File: config.mk
export PLATFORM = sky130hd
export DESIGN_NAME = stk_timer
export DESIGN_NICKNAME = d
export VERILOG_FILES = /design/src/rtl/stk_pkg.sv /design/src/rtl/stk_ref_edge.sv /design/src/rtl/stk_timer.sv
export SDC_FILE = /design/constraint.sdc
export NUM_CORES = 1
export LEC_CHECK = 0
export BUFFER_PORTS_ARGS = -buffer_cell sky130_fd_sc_hd__buf_4
export CORE_MARGIN = 2
export CORE_UTILIZATION = 46
export DETAILED_ROUTE_END_ITERATION = 12
export PLACE_DENSITY = 0.77
export SYNTH_ARGS = -nofsm -noshare
export SYNTH_HDL_FRONTEND = slang
export SYNTH_SLANG_ARGS = --single-unit
export TNS_END_PERCENT = 10
File: constraint.sdc
create_clock -name sys_clk -period 6.2 [get_ports sys_clk]
set_clock_uncertainty 0.15 [all_clocks]
set_input_delay 0.31 -clock sys_clk [delete_from_list [all_inputs] [get_ports sys_clk]]
set_output_delay 0.31 -clock sys_clk [all_outputs]
set_load 0.02 [all_outputs]
File: src/rtl/stk_pkg.sv
// constants for the system tick down counter: register map, field positions, reset values
// assumes a 32-bit word-wide register port with byte addresses
package stk_pkg;

  // ----------------------------------------------------------------
  // register byte addresses
  // ----------------------------------------------------------------
  localparam logic [31:0] STK_ADDR_CONTROL_STATUS = 32'he000e010;
  localparam logic [31:0] STK_ADDR_RELOAD_VALUE = 32'he000e014;
  localparam logic [31:0] STK_ADDR_CURRENT_VALUE = 32'he000e018;
  localparam logic [31:0] STK_ADDR_CALIBRATION = 32'he000e01c;
  localparam logic [31:0] STK_ADDR_RANGE_FIRST = 32'he000e010;
  localparam logic [31:0] STK_ADDR_RANGE_LAST = 32'he000e0ff;

  // ----------------------------------------------------------------
  // field layout
  // ----------------------------------------------------------------
  localparam int STK_COUNT_WIDTH = 24;
  localparam int STK_BIT_ENABLE = 0;
  localparam int STK_BIT_EXC_ENABLE = 1;
  localparam int STK_BIT_CLOCK_SELECT = 2;
  localparam int STK_BIT_ZERO_FLAG = 16;

  // ----------------------------------------------------------------
  // reset values
  // ----------------------------------------------------------------
  localparam logic [31:0] STK_CSR_RESET_WITH_REF = 32'h00000000;
  localparam logic [31:0] STK_CSR_RESET_NO_REF = 32'h00000004;
  localparam logic [23:0] STK_RELOAD_RESET = 24'h000000;
  localparam logic [23:0] STK_CURRENT_RESET = 24'h000000;
  localparam logic [31:0] STK_READ_ZERO = 32'h00000000;

endpackage

File: src/rtl/stk_ref_edge.sv
// synchroniser and rising-edge detector for the external reference clock
// assumes the reference clock is much slower than sys_clk (under half its rate)
`timescale 1ns/1ps
module stk_ref_edge (
  // clock and reset
  input wire logic sys_clk,
  input wire logic rst,
  input wire logic clk_en,
  // reference clock level, asynchronous
  input wire logic ref_level,
  // one-cycle pulse per rising edge
  output logic ref_rise
);

  logic sync_first;
  logic sync_second;
  logic sync_last;
  logic next_sync_first;
  logic next_sync_second;
  logic next_sync_last;

  // ----------------------------------------------------------------
  // next state
  // ----------------------------------------------------------------
  always_comb begin
    next_sync_first = sync_first;
    next_sync_second = sync_second;
    next_sync_last = sync_last;
    if (clk_en) begin
      next_sync_first = ref_level;
      next_sync_second = sync_first;
      next_sync_last = sync_second;
    end
  end

  always_ff @(posedge sys_clk) begin
    if (rst) begin
      sync_first <= 1'b0;
      sync_second <= 1'b0;
      sync_last <= 1'b0;
    end else begin
      sync_first <= next_sync_first;
      sync_second <= next_sync_second;
      sync_last <= next_sync_last;
    end
  end

  // only the second and third stages feed the edge detector
  assign ref_rise = sync_second & ~sync_last;

endmodule // stk_ref_edge

File: src/rtl/stk_timer.sv
// system tick down counter with its four memory-mapped words
// assumes a simple word register port: one request per cycle, answered one cycle later
`timescale 1ns/1ps

// What this block does
// RULE1: reload register holds 24-bit value, loaded into counter when it reaches zero.
// RULE2: zero-reached flag at bit 16 sets when counter counts from 1 to 0.
// RULE3: zero-reached flag clears on status register read and current-value write.
// RULE4: status bit 2 picks count clock: 0 reference clock, 1 processor clock.
// RULE5: without a reference clock, clock select reads one and ignores writes.
// RULE6: exception enable bit 1 lets reaching zero pend the tick exception.
// RULE7: software clearing the counter never pends the tick exception.
// RULE8: status bit 0 enables counting; zero keeps the counter stopped.
// RULE9: upper 8 bits of reload and current value read zero, ignore writes.
// RULE10: any write to current value clears the counter to zero.
// RULE11: current value read returns the counter at the moment of access.
// RULE12: software must not expect atomic read-modify-write of the current value.
// RULE13: status register resets to zero, clock select to one when fixed.
// RULE14: with the timer absent the whole range reads zero and ignores writes.
// RULE15: enabled counter decrements each tick, reloads the tick after reaching zero.
// RULE16: after a current-value write the counter reloads on the next tick.
// RULE17: reload of zero leaves the counter parked at zero after the wrap.
// RULE18: while the processor is halted for debug the counter holds.
// RULE19: reference clock edges are synchronised into one-cycle count enables.
module stk_timer
  import stk_pkg::*;
#(
  parameter bit TIMER_PRESENT = 1'b1,
  parameter bit HAS_REF_CLOCK = 1'b1,
  parameter bit CALIB_SKEW = 1'b0,
  parameter logic [23:0] CALIB_TEN_MS = 24'h000000
) (
  // clock, reset, clock enable
  input wire logic sys_clk,
  input wire logic rst,
  input wire logic clk_en,
  // register port
  input wire logic reg_sel,
  input wire logic reg_write,
  input wire logic [31:0] reg_addr,
  input wire logic [31:0] reg_wdata,
  output logic [31:0] reg_rdata,
  output logic reg_ack,
  // processor status
  input wire logic debug_halted,
  // optional external reference clock
  input wire logic ref_clk_in,
  // tick exception pend request, one cycle
  output logic tick_pend
);

  localparam logic [31:0] CSR_RESET = HAS_REF_CLOCK ? STK_CSR_RESET_WITH_REF
                                                    : STK_CSR_RESET_NO_REF;

  logic count_enable;
  logic exc_enable;
  logic clock_select;
  logic zero_reached_flag;
  logic [STK_COUNT_WIDTH-1:0] reload_value;
  logic [STK_COUNT_WIDTH-1:0] current_value;
  logic [31:0] rdata_q;
  logic ack_q;
  logic pend_q;

  logic next_count_enable;
  logic next_exc_enable;
  logic next_clock_select;
  logic next_zero_reached_flag;
  logic [STK_COUNT_WIDTH-1:0] next_reload_value;
  logic [STK_COUNT_WIDTH-1:0] next_current_value;
  logic [31:0] next_rdata;
  logic next_ack;
  logic next_pend;

  logic ref_rise;
  logic in_range;
  logic wr_csr;
  logic wr_rvr;
  logic wr_cvr;
  logic rd_csr;
  logic count_tick;
  logic hit_zero;
  logic [31:0] read_word;

  // ----------------------------------------------------------------
  // reference clock crossing
  // ----------------------------------------------------------------
  stk_ref_edge u_ref_edge (
    .sys_clk(sys_clk),
    .rst(rst),
    .clk_en(clk_en),
    .ref_level(ref_clk_in),
    .ref_rise(ref_rise)
  );

  // ----------------------------------------------------------------
  // address decode
  // ----------------------------------------------------------------
  always_comb begin
    in_range = TIMER_PRESENT && reg_sel && (reg_addr >= STK_ADDR_RANGE_FIRST)
               && (reg_addr <= STK_ADDR_RANGE_LAST); // [RULE14]
    wr_csr = in_range && reg_write && (reg_addr == STK_ADDR_CONTROL_STATUS);
    wr_rvr = in_range && reg_write && (reg_addr == STK_ADDR_RELOAD_VALUE);
    wr_cvr = in_range && reg_write && (reg_addr == STK_ADDR_CURRENT_VALUE);
    rd_csr = in_range && !reg_write && (reg_addr == STK_ADDR_CONTROL_STATUS);
  end

  // ----------------------------------------------------------------
  // count tick source
  // ----------------------------------------------------------------
  always_comb begin
    count_tick = 1'b0;
    if (count_enable && !debug_halted) begin // [RULE8] [RULE18]
      if (clock_select) begin
        count_tick = 1'b1; // [RULE4]
      end else begin
        count_tick = ref_rise; // [RULE4] [RULE19]
      end
    end
  end

  // ----------------------------------------------------------------
  // read mux
  // ----------------------------------------------------------------
  always_comb begin
    read_word = STK_READ_ZERO;
    if (in_range) begin
      case (reg_addr)
        STK_ADDR_CONTROL_STATUS: begin
          read_word[STK_BIT_ENABLE] = count_enable;
          read_word[STK_BIT_EXC_ENABLE] = exc_enable;
          read_word[STK_BIT_CLOCK_SELECT] = clock_select;
          read_word[STK_BIT_ZERO_FLAG] = zero_reached_flag;
        end
        STK_ADDR_RELOAD_VALUE: begin
          read_word[STK_COUNT_WIDTH-1:0] = reload_value; // [RULE9]
        end
        STK_ADDR_CURRENT_VALUE: begin
          read_word[STK_COUNT_WIDTH-1:0] = current_value; // [RULE9] [RULE11]
        end
        STK_ADDR_CALIBRATION: begin
          read_word[31] = ~HAS_REF_CLOCK;
          read_word[30] = CALIB_SKEW;
          read_word[STK_COUNT_WIDTH-1:0] = CALIB_TEN_MS;
        end
        default: begin
          read_word = STK_READ_ZERO;
        end
      endcase
    end
  end

  // ----------------------------------------------------------------
  // next state
  // ----------------------------------------------------------------
  always_comb begin
    next_count_enable = count_enable;
    next_exc_enable = exc_enable;
    next_clock_select = clock_select;
    next_zero_reached_flag = zero_reached_flag;
    next_reload_value = reload_value;
    next_current_value = current_value;
    next_rdata = rdata_q;
    next_ack = reg_sel;
    next_pend = 1'b0;
    hit_zero = 1'b0;

    if (reg_sel && !reg_write) begin
      next_rdata = read_word;
    end

    if (wr_csr) begin
      next_count_enable = reg_wdata[STK_BIT_ENABLE];
      next_exc_enable = reg_wdata[STK_BIT_EXC_ENABLE];
      if (HAS_REF_CLOCK) begin
        next_clock_select = reg_wdata[STK_BIT_CLOCK_SELECT];
      end else begin
        next_clock_select = 1'b1; // [RULE5]
      end
    end
    if (wr_rvr) begin
      next_reload_value = reg_wdata[STK_COUNT_WIDTH-1:0]; // [RULE1] [RULE9]
    end

    // counting; a write to the current value overrides a tick in the same cycle
    if (count_tick) begin
      if (current_value == '0) begin
        next_current_value = reload_value; // [RULE1] [RULE15] [RULE16] [RULE17]
      end else begin
        next_current_value = current_value - 1'b1; // [RULE15]
        hit_zero = (current_value == 24'h000001);
      end
    end
    if (wr_cvr) begin
      next_current_value = '0; // [RULE10]
    end

    // flag clear, then set so that a set in the same cycle wins
    if (rd_csr || wr_cvr) begin
      next_zero_reached_flag = 1'b0; // [RULE3]
    end
    if (hit_zero && !wr_cvr) begin
      next_zero_reached_flag = 1'b1; // [RULE2]
      next_pend = exc_enable; // [RULE6] [RULE7]
    end
  end

  // ----------------------------------------------------------------
  // state registers
  // ----------------------------------------------------------------
  always_ff @(posedge sys_clk) begin
    if (rst) begin
      count_enable <= CSR_RESET[STK_BIT_ENABLE]; // [RULE13]
      exc_enable <= CSR_RESET[STK_BIT_EXC_ENABLE];
      clock_select <= CSR_RESET[STK_BIT_CLOCK_SELECT];
      zero_reached_flag <= CSR_RESET[STK_BIT_ZERO_FLAG];
      reload_value <= STK_RELOAD_RESET;
      current_value <= STK_CURRENT_RESET;
      rdata_q <= STK_READ_ZERO;
      ack_q <= 1'b0;
      pend_q <= 1'b0;
    end else if (clk_en) begin
      count_enable <= next_count_enable;
      exc_enable <= next_exc_enable;
      clock_select <= next_clock_select;
      zero_reached_flag <= next_zero_reached_flag;
      reload_value <= next_reload_value;
      current_value <= next_current_value;
      rdata_q <= next_rdata;
      ack_q <= next_ack;
      pend_q <= next_pend;
    end
  end

  assign reg_rdata = rdata_q;
  assign reg_ack = ack_q;
  assign tick_pend = pend_q;

endmodule // stk_timer

==> impl_summary.md, run 1 <==
Route
Using the TritonRoute via totals, the vias-per-cell ratio works out to 5.842. The routed wirelength normalized by instance count is 15.98 um. After the first detailed-routing iteration, the DRC count stood at 305. The sum of routed wire length over all layers is 11.12 mm. After detailed routing, the number of remaining DRC violations is 0.

The total iterations of the first detailed-routing run is 5. Across all layers, the routed design uses 4066 vias. The count of nets left with antenna violations after detail routing is 0.

Final layout
Leaving out fill and tap cells, the most frequent cell in the layout is sky130_fd_sc_hd__nand2_1. The number of nets in the final layout is 658. The number of diodes added for antenna fixing is 0.

From synthesis to final layout, the design area changed by 20.84%. The area of all placed cells without fillers is 4876 um^2. In the layout the commonest cells are 112 x sky130_fd_sc_hd__nand2_1, 91 x sky130_fd_sc_hd__buf_4, 81 x sky130_fd_sc_hd__dfxtp_1, 42 x sky130_fd_sc_hd__a21oi_1, 32 x sky130_fd_sc_hd__nor2_1.

The count of fill cells added during filler insertion is 808. The area used by multi-input combinational logic is 2230 um^2. In the final layout, the share of cells above drive strength 1 is 20.41%.

The area of all sequential standard cells is 1622 um^2.

Clocking
The number of buffers added for setup after CTS is 0. In this run, CTS created clock tree buffers numbering 9. The CTS tree is done. The number of sinks on the clock net is 81.

In this run the number of H-tree levels came out at 3. In this run the deepest clock path goes through 2 buffers. In this run, post-CTS hold repair placed 0 buffers. Clock-pin slew was measured on the worst setup and hold paths at 0.08 ns.

Gates resized during post-CTS repair numbered 0. The CTS root buffer is sky130_fd_sc_hd__clkbuf_8. The insertion delay to the later sink of the worst-skew pair is 0.35 ns.

Yosys
After synthesis the cells add up to 4035 um^2. The total number of yosys warnings is 0. The mean area per synthesized cell is 7.881 um^2. The number of enable flip-flop cells after synthesis is 0. The largest total area in the synthesized netlist belongs to sky130_fd_sc_hd__dfxtp_1. The netlist uses 58 different library cells.

The register bit count reported by yosys is 81. In the synthesized netlist the dominant register cell turns out to be sky130_fd_sc_hd__dfxtp_1. The area fraction of the dominant cell type after synthesis is 40.19%. The share of the Yosys chip area taken by registers is 40.19%. Counting every instance in the synthesized netlist gives 512. By area the synthesized netlist is led by sky130_fd_sc_hd__dfxtp_1 40%, sky130_fd_sc_hd__nand2_1 10%, sky130_fd_sc_hd__a21oi_1 5.2%.

The fraction of registers with async set/reset is 0%.

Setup path
The kind of capture point of the worst setup path is a flop. The register-to-register setup slack is 2.82 ns. In this run the worst path has a maximum fanout of 18. STA puts the critical path data required time at 6.30 ns. In this run the critical register-to-register path is launched from current_value[16]. In this run the critical register-to-register path is captured at current_value[19]. The worst setup path is launched from a flop.

By startpoint and endpoint, the worst setup path is classified as flop to flop. For the worst setup path, the data arrival time is 3.48 ns. The number of cells on the worst reg-to-reg path is 6.

Pwr
The peak supply drop is 0.07838 mV. The leakage power figure is 1.935 nW. The power density normalized to cell area is 189.7 nW/um^2.

Global routing
In the global route stage, met2 resource usage came out at 38.62%. The largest net degree at the start of global routing is 45. The first global-routing pass estimated 18.46 mm of wire. The via count of the first global-routing pass is 3886. After global routing the overflow that remains totals 0. For met3 alone, demand over resource in global routing was 4.748%.

In the global route stage, met1 resource usage came out at 29.93%. The peak-usage layer in the global routing report is met2. The initial antenna violation count was 0. Global routing used 23.58% of the available tracks across all layers.

Placement
The final RePlAce weighted congestion is 0.9344. The number of buffers added on ports is 88. In this run the cell area measured after placement is 4707 um^2.

The final HPWL from detailed placement is 7.842 mm.

STA
The worst path needs 3.384 ns of the cycle, external delays included. The highest clock frequency the design can meet is 0.2955 GHz. The post-route clock period utilization is 54.59%. The final hold violation count is 0. The slew at the pin closest to its max-slew limit is 1.274 ns. Setup violations remaining at the end of the flow were counted as 0.

Headroom to the max-slew limit came out at 14.91%. Setup repair after global routing left no endpoint under its margin. Summed over all failing endpoints, the final setup total negative slack is 0 ns. The number of pins with negative max-slew slack in the final report was 0.

Floorplanning
The I/O pin count is 105. After floorplanning, the core was sized to cover 8593 um^2. The chip height is 97.66 um.

The die is 97.66 um wide. The area enclosed by the die boundary is 9537 um^2. The placement row count is 34. The effective utilization at floorplan is 46.96%.

Min path
The critical hold path startpoint is ref_clk_in. The terminating pin of the worst hold path is u_ref_edge.sync_first. The number of cells on the worst hold path is 3.

The worst min-delay path class is primary input to flop.

Job
The number of max-capacitance violations reported is 0.

Run status
The run finished with clean final reports.
-- cells by family after synthesis --
family | share of synthesized area (%)
other | 0.09293
adder cells (fa/ha/maj) | 0.9303
AO/OA/AOI/OAI | 22.95
buffers and inverters | 5.395
flip-flops | 40.19
XOR/XNOR | 0.8684
multiplexers | 3.349
AND/OR/NAND/NOR | 26.23
-- registers in the layout, summed over array words and instances, names as in the netlist --
name	flops
current_value	24
reg_rdata	24
reload_value	24
clock_select	1
count_enable	1
exc_enable	1
reg_ack	1
tick_pend	1
u_ref_edge.sync_first	1
u_ref_edge.sync_last	1
u_ref_edge.sync_second	1
zero_reached_flag	1
-- final cells by class --
cell class                      count  share of cell area [%]
Clock buffer                       10                   2.823
Clock inverter                      5                  0.6415
Inverter                           10                  0.7698
Multi-Input combinational cell    391                   45.73
Sequential cell                    81                   33.26
Tap cell                          108                   2.771
Timing Repair Buffer               91                   14.01
-- power by group --
| part | total (mW) | switching, mW | internal [mW] |
|---|---|---|---|
| clock network | 0.345 | 0.192 | 0.153 |
| logic | 0.0586 | 0.0279 | 0.0307 |
| registers | 0.521 | 0.000499 | 0.521 |
| total | 0.925 | 0.220 | 0.705 |
-- synth_stat cells (4+ instances only) --
master and instances:
sky130_fd_sc_hd__a211o_1 7, sky130_fd_sc_hd__a21o_1 4, sky130_fd_sc_hd__a21oi_1 42, sky130_fd_sc_hd__a22o_1 4, sky130_fd_sc_hd__a22oi_1 24, sky130_fd_sc_hd__buf_4 8, sky130_fd_sc_hd__clkbuf_1 23, sky130_fd_sc_hd__dfxtp_1 81
sky130_fd_sc_hd__inv_1 10, sky130_fd_sc_hd__mux2_2 4, sky130_fd_sc_hd__mux2i_1 9, sky130_fd_sc_hd__nand2_1 112, sky130_fd_sc_hd__nand2b_1 5, sky130_fd_sc_hd__nand3_1 11, sky130_fd_sc_hd__nand4_1 5, sky130_fd_sc_hd__nor2_1 33
sky130_fd_sc_hd__nor3_1 14, sky130_fd_sc_hd__nor4_1 7, sky130_fd_sc_hd__nor4b_1 4, sky130_fd_sc_hd__o211ai_1 4, sky130_fd_sc_hd__o21ai_0 30, sky130_fd_sc_hd__o31ai_1 4, sky130_fd_sc_hd__or3_1 5, sky130_fd_sc_hd__or4_1 6
-- worst max path at each step --
stage                 startpoint                 to  depth (start not counted)
2_1_floorplan  current_value[16]  current_value[11]                          8
3_3_place_gp   current_value[16]  current_value[19]                          6
3_5_place_dp        reg_addr[21]   reload_value[14]                          7
4_1_cts        current_value[16]  current_value[19]                          6
5_1_grt        current_value[16]  current_value[19]                          6
6_report       current_value[16]  current_value[19]                          6
-- through the flow --
step                      utilization, %  total power, mW  instances  hold slack [ns]  setup slack [ns]
final                              56.74           0.9249        696          0.05218             2.816
after global routing               56.74           0.9569        696          0.04819             2.721
after CTS                          56.74           0.9320        696          0.04128             2.855
after detailed placement           54.78           0.5917        681           0.2930             2.876
after global placement             54.78           0.5906        681           0.2911             2.927
after floorplan                        -           0.5599        519           0.2894             3.409
-- metal layers --
| layer | vias up | routed length (um) |
|---|---|---|
| met3 | 32 | 676 |
| met4 | 0 | 299 |
| met5 | - | 0 |
| met2 | 159 | 5328 |
| li1 | 1966 | - |
| met1 | 1909 | 4819 |
-- worst max-delay path, cell delays in order (launching register included) --
cell and delay [ns]:
sky130_fd_sc_hd__dfxtp_1 0.39, sky130_fd_sc_hd__or4_4 0.58, sky130_fd_sc_hd__or4_1 0.59, sky130_fd_sc_hd__nor4_4 1.01, sky130_fd_sc_hd__or3_1 0.22, sky130_fd_sc_hd__a21oi_1 0.06, sky130_fd_sc_hd__a211o_1 0.27
No activity file was read; power rests on OpenSTA's default activity.
==> run 2, diff against run 1 <==
Clock period 6.2 ns to 3.3 ns, I/O delays scaled along.
==> impl_summary.md, run 2 (same netlist as run 1, synthesis figures left out) <==
Run status
The flow ran to the end, and the final reports show no timing, DRC or antenna violations.

Setup path
The endpoint of the lowest-slack register-to-register path is current_value[4]. The start point of the critical path is current_value[17]. The largest fanout on the critical path is 12 (-6).

The critical path arrival is 3.15 ns (-0.33 ns). STA classifies the critical path endpoint as a flop. The cell with the largest stage delay on the worst path is sky130_fd_sc_hd__or4_4. The most numerous cell type found on the critical path is sky130_fd_sc_hd__or4_4. The largest stage delay on the critical path is 0.66 ns (-0.35 ns). The critical path is of the flop to flop type. In this run the critical register-to-register path is launched from current_value[17]. The required arrival time at the worst endpoint is 3.40 ns (-2.90 ns). The cell count of the worst reg-to-reg path is 6 (unchanged). Walking the worst path, the cells encountered are or4_4 -> or4_1 -> or4_4 -> nand2_1 -> nor3_1 -> a211o_1. The worst setup path is launched from a flop. The register-to-register setup slack is 0.24 ns (-2.57 ns).

STA
The worst hold slack across all endpoints was 0.1082 ns (+0.05598 ns). The highest clock frequency the design can meet came to 0.3273 GHz (+11%). The post-route clock period utilization came to 92.58% (+38 points). The total of endpoints with negative setup slack in the final report was 0 (unchanged).

Setup repair after global routing left no endpoint under its margin. The number of pins with negative max-slew slack in the final report is 0 (unchanged). The final hold violation count is 0 (unchanged). The relative max-transition margin is 17.44% (+2.5 points). The post-route setup TNS is 0 ns (unchanged).

The worst-case setup margin in the final layout came to 0.2448 ns (-2.571 ns). The time the final worst path needs with I/O delays and setup is 3.055 ns (-0.3292 ns). The slew at the pin closest to its max-slew limit is 1.236 ns (-0.03783 ns).

Global routing
The met2 usage in global routing is 41.22% (+2.6 points). The largest net degree at the start of global routing is 45 (unchanged). The initial antenna violation count is 0 (unchanged). The via count of the first global-routing pass is 4090 (+5.2%).

The layer flagged by global routing as most heavily used is met2. The wire length of the first global-routing pass was 19.45 mm (+5.4%). The met3 track utilization from global routing is 3.741% (-1.0 points).

The aggregate global-route resource usage is 24.84% (+1.3 points). The met1 routing resource usage after global routing is 31.63% (+1.7 points). The global-route congestion overflow total was 0 (unchanged).

Clocking
The number of buffers added for setup after CTS is 0 (unchanged). The number of sinks on the clock net came to 81 (unchanged). The insertion delay to the later sink of the worst-skew pair is 0.36 ns (about the same). The clock-pin slew reported for the worst setup and hold paths after clock tree synthesis is 0.08 ns (about the same). The total of cells resized after clock tree synthesis is 0 (unchanged). The number of H-tree levels is 3 (unchanged). TritonCTS built the clock tree. The number of buffers created by CTS is 9 (unchanged). The root buffer cell chosen for the clock tree is sky130_fd_sc_hd__clkbuf_8.

The maximum buffer depth of the clock tree is 2 (unchanged).

Pwr
The leakage power figure is 2.102 nW (+8.6%). The proportion of total power due to net switching is 24.98% (+1.2 points). The power density normalized to cell area is 340.6 nW/um^2 (+80%). The net load switching power came to 445.5 uW (+100%). The power share of the clock group is 37.4% (about the same). The peak supply drop was 0.1549 mV (+98%). The internal power contribution is 1.338 mW (+90%).

The power share of the sequential group was 54.9% (-1.4 points). The power share of the combinational group is 7.7% (+1.4 points).

Final layout
Compared with the post-synthesis result, the final layout area differs by 29.77%. The area used by multi-input combinational logic is 2227 um^2 (-0.11%). The area of all sequential standard cells is 1622 um^2 (unchanged). The number of nets in the final layout was 696 (+5.8%). The count of fill cells added during filler insertion is 786 (-2.7%). Leaving out fill and tap cells, the most frequent cells in the layout are 112 x sky130_fd_sc_hd__nand2_1, 101 x sky130_fd_sc_hd__buf_4, 81 x sky130_fd_sc_hd__dfxtp_1, 42 x sky130_fd_sc_hd__a21oi_1, 33 x sky130_fd_sc_hd__nor2_1. The layout cell share with drive strength beyond 1 is 20.73% (+0.33 points). The most common cell after layout, fill and taps aside is sky130_fd_sc_hd__nand2_1. The number of diodes added for antenna fixing is 0 (unchanged).

The area of all placed cells without fillers is 5236 um^2 (+7.4%).

Route
The via density per instance is 5.793 (-0.83%). The total iterations of the first detailed-routing run was 5 (unchanged). The count of nets left with antenna violations after detail routing is 0 (unchanged). The routed wirelength normalized by instance count is 15.92 um (-0.42%). The sum of routed wire length over all layers was 11.70 mm (+5.2%). The initial detailed-routing violation count was 339 (+11%).

The DRC violation count after routing was 0 (unchanged). The total number of vias was 4258 (+4.7%).

Floorplanning
The I/O pin count was 105 (unchanged). The core region area is 8593 um^2 (unchanged). The effective utilization at floorplan is 46.96% (unchanged). The chip height is 97.66 um (unchanged). The overall die width is 97.66 um (unchanged). The placement row count was 34 (unchanged). The area enclosed by the die boundary is 9537 um^2 (unchanged).

Min path
The min-delay analysis places its worst path in the category primary input to flop. The terminating pin of the worst hold path is u_ref_edge.sync_last. The number of cells on the worst hold path is 2 (-1). The worst hold path begins at rst.

Placement
The final RePlAce weighted congestion is 0.9607 (+2.8%). The number of buffers added on ports is 88 (unchanged). The post-place instance area is 4780 um^2 (+1.5%). The setup slack at placement is 0.2912 ns (-2.585 ns). The final HPWL from detailed placement is 8.191 mm (+4.5%).

Job
The number of max-capacitance violations reported is 0 (unchanged).
[run 2: area by class of cell]
cell class | count | area share [%]
clock buffers | 9 | 2.366
repair buffers | 129 | 19.83
inverters | 10 | 0.7168
well taps | 108 | 2.581
clock inverters | 7 | 1.004
multi-input cells | 391 | 42.53
flip-flops and latches | 81 | 30.97
[run 2: power groups by stage]
stage                     Combinational [mW]  Clock [mW]  Sequential [mW]
final                                  0.137       0.667            0.979
after global routing                   0.148       0.720            0.980
after CTS                              0.137       0.678            0.979
after detailed placement               0.110           0             1.00
after global placement                 0.108           0             1.00
after floorplan                       0.0488           0             1.00
[run 2: repair_timing]
item	4_1_cts	5_1_grt
hold buffers	28	0
endpoints found under the hold margin	32	0
setup endpoints to repair	0	0
[run 2: worst max path at each step]
stage | end | slack, ns
finish | current_value[4] | 0.24
detailed placement | current_value[4] | 0.29
global route | current_value[22] | 0.17
floorplan | current_value[11] | 0.51
CTS | current_value[4] | 0.27
global placement | current_value[4] | 0.34
[run 2: critical path: cells and delay by family (launching register included)]
family / cells / cell delay (ns)
simple gates: 5 / 2.13
flops: 1 / 0.37
compound gates: 1 / 0.29
[run 2: per-stage QoR]
stage	utilization, %	cells	total power [mW]
final	60.93	735	1.783
after detailed placement	55.62	691	1.112
after global placement	55.62	691	1.110
after CTS	60.93	735	1.794
after global routing	60.93	735	1.848
after floorplan	-	519	1.052
[run 2: metal layers]
layer,wire length [um],vias up
met3,675,35
li1,-,2047
met5,0,-
met1,4971,1994
met2,5746,182
met4,304,0
